`src/inc/flash_ctl_pkg.sv`:
```
// Behaviour
// - control register works only in user mode
// - control bit 0 starts erase or hard lock
// - byte program and read need no start
// - erase status: zero success, one fail
// - enabled pending interrupt aborts running erase
// - unlock key resets to zero
// - only exact key pattern enables user programming
// - 512 sectors of 128 bytes, two address registers
// - low address bits 6 to 0 ignored
// - no user mode on subsystem clock
// - any enabled interrupt request stops user mode
// - masked request does not stop; only enabled requests do
// - erase, program, read, hard lock offered
// - erase lasts at least 10 ms
package flash_ctl_pkg;
  // ----------------------------------------------------------
  // register map (word indices)
  // ----------------------------------------------------------
  localparam logic [2:0] IDX_KEY   = 3'h0;  // flash_unlock_key
  localparam logic [2:0] IDX_CTRL  = 3'h1;  // flash_op_control
  localparam logic [2:0] IDX_SECH  = 3'h2;  // sector_addr_high
  localparam logic [2:0] IDX_SECL  = 3'h3;  // sector_addr_low
  localparam logic [2:0] IDX_STAT  = 3'h4;  // interrupt status
  localparam logic [2:0] IDX_MASK  = 3'h5;  // interrupt mask
  localparam int         ADDR_LSB  = 2;     // word aligned
  // ----------------------------------------------------------
  // field values
  // ----------------------------------------------------------
  localparam logic [7:0] KEY_ENABLE = 8'hA5; // unlock pattern
  localparam logic [7:0] KEY_RESET  = 8'h00;
  localparam logic [3:0] OP_ERASE   = 4'hA;  // sector erase
  localparam logic [3:0] OP_PROGRAM = 4'h5;  // byte program
  localparam logic [3:0] OP_LOCK    = 4'h6;  // hard lock
  localparam logic [3:0] OP_RESET   = 4'h0;
  localparam logic [7:0] SEC_RESET  = 8'h00;
  localparam int         BIT_START  = 0;
  localparam int         BIT_EFAIL  = 3;
  localparam int         OP_LSB     = 4;
  localparam int         IRQ_W      = 3;     // status bits
  localparam int         ST_DONE    = 0;     // erase finished
  localparam int         ST_FAIL    = 1;     // erase aborted
  localparam int         ST_LOCK    = 2;     // hard lock set
  // ----------------------------------------------------------
  // timing
  // ----------------------------------------------------------
  localparam int CLK_MHZ       = 50;
  localparam int ERASE_TIME_US = 10000;      // 10 ms
  localparam int ERASE_CYC_DEF = ERASE_TIME_US * CLK_MHZ;
  localparam int CNT_W         = 24;
  // ----------------------------------------------------------
  // types
  // ----------------------------------------------------------
  typedef enum logic [0:0] {IDLE, ERASING} seq_type;
  typedef struct packed {
    logic [7:0]       key;       // unlock key
    logic [3:0]       op;        // pending operation
    logic             efail;     // erase status
    logic [7:0]       sech;      // sector high byte
    logic [7:0]       secl;      // sector low byte
    logic [IRQ_W-1:0] stat;      // sticky events
    logic [IRQ_W-1:0] mask;      // event enables
    seq_type          seq;       // sequencer state
    logic [CNT_W-1:0] cnt;       // erase cycles left
    logic [CNT_W-1:0] elapsed;   // erase cycles run
    logic             a_valid;   // data phase pending
    logic             a_write;
    logic [2:0]       a_idx;
    logic [31:0]      rdata;     // bus read data
    logic             abort;     // erase abort pulse
    logic             lock;      // hard lock pulse
    logic             prog;      // byte program pulse
    logic             rd;        // byte read pulse
    logic [15:0]      faddr;     // byte address
    logic [7:0]       fwdata;    // byte to program
    logic             rvalid;    // load data valid
    logic [7:0]       ldata;     // load data
  } state_type;
endpackage

```
`src/flash_user_program_control.sv`:
```
// The implementer's own choices: the register offsets and the AHB-Lite register port.
`timescale 1ns/1ns
module flash_user_program_control
  import flash_ctl_pkg::*;
#(
  parameter int ERASE_CYCLES = ERASE_CYC_DEF,
  parameter int IRQ_SRC      = 8
) (
  input  wire logic               hclk,
  input  wire logic               hresetn,
  input  wire logic               hsel,
  input  wire logic [31:0]        haddr,
  input  wire logic [1:0]         htrans,
  input  wire logic               hwrite,
  input  wire logic [2:0]         hsize,
  input  wire logic [31:0]        hwdata,
  input  wire logic               hready,
  output logic                    hreadyout,
  output logic                    hresp,
  output logic [31:0]             hrdata,
  input  wire logic [IRQ_SRC-1:0] irq_pending,
  input  wire logic [IRQ_SRC-1:0] irq_enable,
  input  wire logic               subclk_sel,
  input  wire logic               load_valid,
  input  wire logic               load_write,
  input  wire logic [15:0]        load_addr,
  input  wire logic [7:0]         load_wdata,
  output logic                    load_rvalid,
  output logic [7:0]              load_rdata,
  input  wire logic [7:0]         flash_rdata,
  output logic                    flash_erase,
  output logic [8:0]              erase_sector,
  output logic                    flash_hard_lock,
  output logic                    flash_prog,
  output logic                    flash_read,
  output logic [15:0]             flash_addr,
  output logic [7:0]              flash_wdata,
  output logic                    erase_abort,
  output logic                    irq
);
  // ----------------------------------------------------------
  // elaboration checks
  // ----------------------------------------------------------
  // the erase counter must hold the full erase time
  if (ERASE_CYCLES < 1 || ERASE_CYCLES >= (1 << CNT_W)) begin : g_bad_cyc
    $error("ERASE_CYCLES out of range");
  end
  // at least one interrupt source is needed
  if (IRQ_SRC < 1) begin : g_bad_src
    $error("IRQ_SRC must be at least 1");
  end

  // erase length in clocks, sized to the counter
  localparam logic [CNT_W-1:0] ERASE_CNT = CNT_W'(ERASE_CYCLES);

  // ----------------------------------------------------------
  // helpers
  // ----------------------------------------------------------
  // sector index from the two address bytes
  function automatic logic [8:0] sector_of(input logic [7:0] hi,
                                           input logic [7:0] lo);
    sector_of = {hi, lo[7]};
  endfunction

  // operation field of a control byte
  function automatic logic [3:0] op_of(input logic [7:0] b);
    op_of = b[OP_LSB+3:OP_LSB];
  endfunction

  // register read mux
  function automatic logic [31:0] read_mux(input state_type r,
                                           input logic [2:0] idx);
    logic [7:0] v;
    // unused bits read as zero
    v = 8'h00;
    case (idx)
      IDX_KEY:  v = r.key;
      IDX_CTRL: v = {r.op, r.efail, 2'b00, r.seq == ERASING};
      IDX_SECH: v = r.sech;
      IDX_SECL: v = r.secl;
      IDX_STAT: v = {5'h00, r.stat};
      IDX_MASK: v = {5'h00, r.mask};
      default:  v = 8'h00;
    endcase
    read_mux = {24'h000000, v};
  endfunction

  // ----------------------------------------------------------
  // state
  // ----------------------------------------------------------
  state_type s;       // registered state
  state_type next_s;  // next state

  logic       key_ok;     // unlock pattern present
  logic       irq_req;    // enabled request raised
  logic       user_mode;  // user program mode live
  logic       take;       // address phase accepted
  logic       wr;         // write data phase
  logic [7:0] wb;         // written byte
  logic [IRQ_W-1:0] ev;   // events this cycle

  // mode qualifiers shared by the bus and the load port
  assign key_ok  = (s.key == KEY_ENABLE);
  assign irq_req = |(irq_pending & irq_enable);
  assign user_mode = key_ok && !subclk_sel && !irq_req;
  assign take = hsel && hready && htrans[1];
  assign wr   = s.a_valid && s.a_write;
  assign wb   = hwdata[7:0];

  // ----------------------------------------------------------
  // next state
  // ----------------------------------------------------------
  always_comb begin
    // hold everything, strobes default low
    next_s        = s;
    ev            = '0;
    next_s.abort  = 1'b0;
    next_s.lock   = 1'b0;
    next_s.prog   = 1'b0;
    next_s.rd     = 1'b0;
    next_s.rvalid = 1'b0;
    // bus data phase writes
    if (wr) begin
      // only the low byte lane is stored
      case (s.a_idx)
        IDX_KEY:  next_s.key  = wb;
        IDX_SECH: next_s.sech = wb;
        IDX_SECL: next_s.secl = wb;
        IDX_MASK: next_s.mask = wb[IRQ_W-1:0];
        IDX_CTRL: begin
          // control ignored outside user mode
          if (user_mode && s.seq == IDLE) begin
            next_s.op = op_of(wb);
            if (wb[BIT_START]) begin
              if (op_of(wb) == OP_ERASE) begin
                // erase launch: status reads failed until done
                next_s.seq     = ERASING;
                next_s.cnt     = ERASE_CNT;
                next_s.elapsed = '0;
                next_s.efail   = 1'b1;
              end else if (op_of(wb) == OP_LOCK) begin
                // hard lock: one pulse, event flagged at once
                next_s.lock = 1'b1;
                ev[ST_LOCK] = 1'b1;
              end
            end
          end
        end
        default: begin
          // status write-one clear handled below; unmapped: no stored effect
        end
      endcase
    end
    // erase sequencer
    case (s.seq)
      IDLE: begin
        // nothing to count
      end
      ERASING: begin
        next_s.elapsed = s.elapsed + 1'b1;
        // abort wins over completion in the same cycle
        if (irq_req || subclk_sel) begin
          next_s.seq   = IDLE;
          next_s.abort = 1'b1;
          next_s.efail = 1'b1;
          ev[ST_FAIL]  = 1'b1;
        end else if (s.cnt == CNT_W'(1)) begin
          // last counted cycle: erase complete
          next_s.seq   = IDLE;
          next_s.efail = 1'b0;
          ev[ST_DONE]  = 1'b1;
        end else begin
          // keep counting down
          next_s.cnt = s.cnt - 1'b1;
        end
      end
      default: next_s.seq = IDLE;
    endcase
    // program-memory load: program and read bytes
    if (load_valid && s.seq == IDLE) begin
      next_s.faddr = load_addr;
      if (!load_write) begin
        // byte reads need no key
        next_s.rd = 1'b1;
      end else if (user_mode && s.op == OP_PROGRAM &&
                   load_addr[15:7] == sector_of(s.sech, s.secl)) begin
        // program only inside the loaded sector
        next_s.prog   = 1'b1;
        next_s.fwdata = load_wdata;
      end
    end
    // read data returns the cycle after the read strobe
    if (s.rd) begin
      next_s.rvalid = 1'b1;
      next_s.ldata  = flash_rdata;
    end
    // sticky status: set wins over write-one clear
    if (wr && s.a_idx == IDX_STAT) begin
      next_s.stat = s.stat & ~wb[IRQ_W-1:0];
    end
    next_s.stat = next_s.stat | ev;
    // bus address phase capture, read data from next values
    next_s.a_valid = take;
    if (take) begin
      next_s.a_write = hwrite;
      next_s.a_idx   = haddr[ADDR_LSB+2:ADDR_LSB];
      if (!hwrite) begin
        next_s.rdata = read_mux(next_s, haddr[ADDR_LSB+2:ADDR_LSB]);
      end
    end
  end

  // ----------------------------------------------------------
  // registers
  // ----------------------------------------------------------
  always_ff @(posedge hclk or negedge hresetn) begin
    if (!hresetn) begin
      // clear the whole state, then the documented reset values
      s      <= '0;
      s.key  <= KEY_RESET;
      s.op   <= OP_RESET;
      s.sech <= SEC_RESET;
      s.secl <= SEC_RESET;
      s.seq  <= IDLE;
    end else begin
      s <= next_s;
    end
  end

  // ----------------------------------------------------------
  // outputs
  // ----------------------------------------------------------
  // bus is zero wait and never signals an error
  assign hreadyout       = 1'b1;
  assign hresp           = 1'b0;
  assign hrdata          = s.rdata;
  // array strobes straight from their flip-flops
  assign flash_erase     = (s.seq == ERASING);
  assign erase_sector    = sector_of(s.sech, s.secl);
  assign flash_hard_lock = s.lock;
  assign flash_prog      = s.prog;
  assign flash_read      = s.rd;
  assign flash_addr      = s.faddr;
  assign flash_wdata     = s.fwdata;
  assign load_rvalid     = s.rvalid;
  assign load_rdata      = s.ldata;
  assign erase_abort     = s.abort;
  // level interrupt from sticky status and mask
  assign irq             = |(s.stat & s.mask);

  // ----------------------------------------------------------
  // assertions
  // ----------------------------------------------------------
  logic start_erase;  // erase launch written this cycle
  assign start_erase = wr && s.a_idx == IDX_CTRL && user_mode &&
                       s.seq == IDLE && wb[BIT_START] &&
                       op_of(wb) == OP_ERASE;

  // launch and protection
  property p_start;
    @(posedge hclk) disable iff (!hresetn)
      start_erase |=> flash_erase;
  endproperty
  a_start: assert property (p_start) else $error("erase not started");

  property p_nokey;
    @(posedge hclk) disable iff (!hresetn)
      (!flash_erase && wr && s.a_idx == IDX_CTRL && !key_ok) |=> !flash_erase && !flash_hard_lock;
  endproperty
  a_nokey: assert property (p_nokey) else $error("start taken without key");

  // erase timing and abort
  property p_len;
    @(posedge hclk) disable iff (!hresetn)
      ($fell(flash_erase) && !s.efail) |-> $past(s.elapsed) == ERASE_CNT - 1'b1;
  endproperty
  a_len: assert property (p_len) else $error("erase length wrong");

  property p_abort;
    @(posedge hclk) disable iff (!hresetn)
      (flash_erase && irq_req) |=> erase_abort && !flash_erase && s.efail;
  endproperty
  a_abort: assert property (p_abort) else $error("erase not aborted");

  property p_status;
    @(posedge hclk) disable iff (!hresetn)
      $fell(flash_erase) |-> (s.efail == erase_abort);
  endproperty
  a_status: assert property (p_status) else $error("erase status wrong");

  // clock source, requests and key
  property p_subclk;
    @(posedge hclk) disable iff (!hresetn)
      subclk_sel |=> !flash_prog && !flash_hard_lock;
  endproperty
  a_subclk: assert property (p_subclk) else $error("user mode on subclock");

  property p_irqstop;
    @(posedge hclk) disable iff (!hresetn)
      irq_req |=> !flash_prog;
  endproperty
  a_irqstop: assert property (p_irqstop) else $error("program during request");

  property p_keyprog;
    @(posedge hclk) disable iff (!hresetn)
      flash_prog |-> $past(s.key) == KEY_ENABLE;
  endproperty
  a_keyprog: assert property (p_keyprog) else $error("program without key");

  // sector selection and load port
  property p_sector;
    @(posedge hclk) disable iff (!hresetn)
      ($stable(s.sech) && $stable(s.secl[7])) |-> $stable(erase_sector);
  endproperty
  a_sector: assert property (p_sector) else $error("sector select wrong");

  property p_load;
    @(posedge hclk) disable iff (!hresetn)
      (load_valid && !load_write && !flash_erase) |=> flash_read ##1 load_rvalid;
  endproperty
  a_load: assert property (p_load) else $error("byte read lost");

  // state held while erasing, launch status and abort pulse
  property p_busy;
    @(posedge hclk) disable iff (!hresetn)
      flash_erase |=> !flash_prog && !flash_read;
  endproperty
  a_busy: assert property (p_busy) else $error("load served during erase");

  property p_ctrl_hold;
    @(posedge hclk) disable iff (!hresetn)
      flash_erase |=> $stable(s.op);
  endproperty
  a_ctrl_hold: assert property (p_ctrl_hold) else $error("control changed during erase");

  property p_efail;
    @(posedge hclk) disable iff (!hresetn)
      start_erase |=> s.efail;
  endproperty
  a_efail: assert property (p_efail) else $error("erase status not pending");

  property p_abort_pulse;
    @(posedge hclk) disable iff (!hresetn)
      erase_abort |=> !erase_abort;
  endproperty
  a_abort_pulse: assert property (p_abort_pulse) else $error("abort pulse too long");

  // hard lock and load port strobes
  property p_lock_key;
    @(posedge hclk) disable iff (!hresetn)
      flash_hard_lock |-> $past(s.key) == KEY_ENABLE;
  endproperty
  a_lock_key: assert property (p_lock_key) else $error("hard lock without key");

  property p_lock_stat;
    @(posedge hclk) disable iff (!hresetn)
      flash_hard_lock |-> s.stat[ST_LOCK];
  endproperty
  a_lock_stat: assert property (p_lock_stat) else $error("hard lock event lost");

  property p_rvalid;
    @(posedge hclk) disable iff (!hresetn)
      load_rvalid |-> $past(flash_read);
  endproperty
  a_rvalid: assert property (p_rvalid) else $error("load data without read");

  property p_prog_sector;
    @(posedge hclk) disable iff (!hresetn)
      flash_prog |-> flash_addr[15:7] == $past(erase_sector);
  endproperty
  a_prog_sector: assert property (p_prog_sector) else $error("program outside sector");

  // covers of the main scenarios
  c_done:  cover property (@(posedge hclk) disable iff (!hresetn) $fell(flash_erase) && !s.efail);
  c_abort: cover property (@(posedge hclk) disable iff (!hresetn) erase_abort);
  c_prog:  cover property (@(posedge hclk) disable iff (!hresetn) flash_prog);
  c_irq:   cover property (@(posedge hclk) disable iff (!hresetn) irq);
  c_lock:  cover property (@(posedge hclk) disable iff (!hresetn) flash_hard_lock);
endmodule

```
`config.mk`:
```
export PLATFORM = sky130hd
export DESIGN_NAME = flash_user_program_control
export DESIGN_NICKNAME = d
export VERILOG_FILES = /design/src/inc/flash_ctl_pkg.sv /design/src/flash_user_program_control.sv
export SDC_FILE = /design/constraint.sdc
export NUM_CORES = 1
export LEC_CHECK = 0
export BUFFER_PORTS_ARGS = -buffer_cell sky130_fd_sc_hd__buf_4
export CORE_MARGIN = 4
export CORE_UTILIZATION = 45
export DETAILED_ROUTE_END_ITERATION = 16
export GPL_TIMING_DRIVEN = 0
export PLACE_DENSITY = 0.84
export SLEW_MARGIN = 20
export SYNTH_ARGS = -nofsm -noshare
export SYNTH_HDL_FRONTEND = slang
export SYNTH_SLANG_ARGS = --single-unit
```
`constraint.sdc`:
```
create_clock -name hclk -period 5.49 [get_ports hclk]
set_input_delay 0.549 -clock hclk [delete_from_list [all_inputs] [get_ports hclk]]
set_output_delay 0.549 -clock hclk [all_outputs]
set_load 0.01 [all_outputs]
```
==> out/qor.yml <==
antennaDiodeCount: 0
first_iter_violations: 340
final_core_util_pct: 58.9
n_fill_cell: 1004
grt_pass1_vias: 4325
layout_common_cells: "buf_4, dfrtp_1, mux2_2"
met2_usage_pct: 30.0
p_per_area_nw_per_um2: 282
setup_viol: 0
clkTransAtPathRegs_ps: 70
clock_skew_ps: 10.3
dr.pass1.iters: 4
power_frac_seq_pct: 47.6
syn_area_per_cell_um2: 11.2
start_kind: "input port"
synth_cell_types: 56
area_growth_pct: 27.0
initial_core_util_pct: 46.4
switching_share_pct: 26.1
cp_slowest_stage_delay_ps: 680
gp_congestion: 0.849
synth_edf_count: 0
met1_usage_pct: 23.3
clk-insertion-delay-late_ps: 340
finalHoldViolCount: 0
htreeDepth: 3
fmax_mhz: 393
fin_nets: 785
ir_worst_vdd_uv: 142
critPathMaxFanout: 4
place_inst: 815
pwr-share-comb_pct: 21.5
drv_slew: 0
yosys_warnings: 0
die_w_um: 120
timing.hold.ws_ps: 317
p_int_mw: 1.49
critPathRequiredTime_ps: 5710
post_cts_buffers: 0
wl_per_cell_um: 15.9
power_frac_clock_pct: 30.9
dp_hpwl_um: 10100
rsz0062_at_grt: "false"
synthFlopType: "dfrtp_1"
final_layout_size_suffix_gt1_share_pct: 45.2
drt-total-wl_um: 13200
period_share_pct: 46.3
max_cap_violations: 0
cpMaxStageDelayCell: "a222oi_1"
cts_tree: "done"
layout_commonest_cell: "buf_4"
use_met3_pct: 3.25
track_usage_pct: 18.3
status: "completed"
grt_overflow: 0
setup_tns_ps: 0
instances_no_fill: 831
syn_area_um2: 5620
grt_max_degree: 111
path_buf_inv: 1
rows: 40
die_h_um: 120
maxSlewHeadroom_pct: 30.1
core_um2: 12100
worst_pin_slew_ps: 1040
syn_inst: 501
hold_path.class: "in -> async"
grt_busiest_layer: "met2"
numCtsBuffers: 9
cp.arrival_ps: 2760
cts_root_buf: "clkbuf_16"
vias: 4220
cts_resized: 0
period_minus_slack_ps: 2540
io_pins: 207
clockBufferDepth: 2
cts_hold_buf: 0
endpoint_kind: "register"
ys_seq_elements: 110
async_reset_ff_share_pct: 100
grt_first_pass_wirelength_um: 21100
detail-route-antenna-nets: 0
floorplan.die_area_um2: 14300
critical_path.top_delay_family: "simple AND/OR/NAND/NOR gates"
port_buffers: 122
path_class: "in -> reg"
remaining_drc_errors: 0
p_switching_mw: 0.525
yosysSeqAreaShare_pct: 49.0
clkSinkCount: 110
antenna_found_initial: 0
crit_path_cell_trace: "buf_4, a222oi_1, nand2_1, or2_2, or4b_4, o211ai_1, o31ai_1"
leakagePower_nw: 3.49
viasPerCell: 5.08
[per-layer routing]
metal / wire, um / up-vias
met1: 5680 / 2000
met2: 6380 / 159
li1: - / 2026
met5: 0 / -
met3: 771 / 35
met4: 366 / 0
[final cells by class]
type                            count  area, um2  area share (%)
Timing Repair Buffer              122        922            12.9
Multi-Input combinational cell    318       2320            32.5
Tap cell                          168        210            2.95
Inverter                           11       41.3           0.579
Sequential cell                   110       2750            38.6
Clock inverter                      5       33.8           0.473
Buffer                             86        606            8.49
Clock buffer                       11        253            3.54
[Yosys cell counts (4+ instances only)]
| cell | number | area [um2] |
|---|---|---|
| nor2_1 | 20 | 75.1 |
| clkbuf_1 | 9 | 33.8 |
| nand2_1 | 35 | 131 |
| a21oi_1 | 4 | 20.0 |
| a31oi_1 | 4 | 25.0 |
| a22oi_1 | 10 | 75.1 |
| mux2i_1 | 7 | 70.1 |
| o21ai_0 | 13 | 65.1 |
| nand3_1 | 15 | 75.1 |
| dfrtp_1 | 110 | 2750 |
| o31ai_1 | 4 | 30.0 |
| xor2_1 | 6 | 52.6 |
| nor3b_1 | 4 | 30.0 |
| inv_1 | 11 | 41.3 |
| buf_4 | 75 | 563 |
| nand4_1 | 10 | 62.6 |
| or3_1 | 6 | 37.5 |
| nor3_1 | 14 | 70.1 |
| mux2_2 | 72 | 811 |
| xnor2_1 | 6 | 52.6 |
| nor2b_1 | 5 | 31.3 |
| nor4_1 | 9 | 56.3 |
[worst paths after layout]
check	from	to	slack, ps	cells past startpoint
worst max-delay path	irq_pending[3]	s[108]	2950	7
worst min-delay path	hresetn	s[117]	320	1
worst max register to register	s[71]	hrdata[3]	3010	6
worst min register to register	flash_read	load_rvalid	410	0
max in group asynchronous	hresetn	s[157]	4590	1
min in group hclk	load_write	flash_read	370	2
[cells by family after synthesis]
family | after synthesis | synth area share (%)
compound gates | 53 | 6.70
buf+inv | 97 | 11.5
flops | 110 | 49.0
simple gates | 146 | 14.7
xor+xnor | 12 | 1.87
other cells | 2 | 0.134
fa+ha+maj | 2 | 0.445
mux | 79 | 15.7
[power groups by stage]
| stage | sequential, mW | clock (mW) | combinational, mW |
|---|---|---|---|
| floorplan | 0.949 | 0 | 0.266 |
| global placement | 0.965 | 0 | 0.421 |
| detailed placement | 0.973 | 0 | 0.435 |
| CTS | 0.957 | 0.635 | 0.438 |
| global route | 0.966 | 0.673 | 0.470 |
| finish | 0.958 | 0.623 | 0.433 |
[through the flow]
step / power (mW) / setup WS, ps / area, um2
global route: 2.11 / 2830 / 7140
global placement: 1.39 / 2660 / 6840
finish: 2.01 / 2950 / 7140
CTS: 2.03 / 2870 / 7130
floorplan: 1.21 / 3190 / 5710
detailed placement: 1.41 / 2530 / 6840
[sequential cells by signal, summed over array words and instances (netlist names), 8 cells and up]
signal / flops
erase_sector: 9
flash_addr: 16
flash_wdata: 8
hrdata: 8
load_rdata: 8
s: 55
Power figures use the tool's default switching activity.
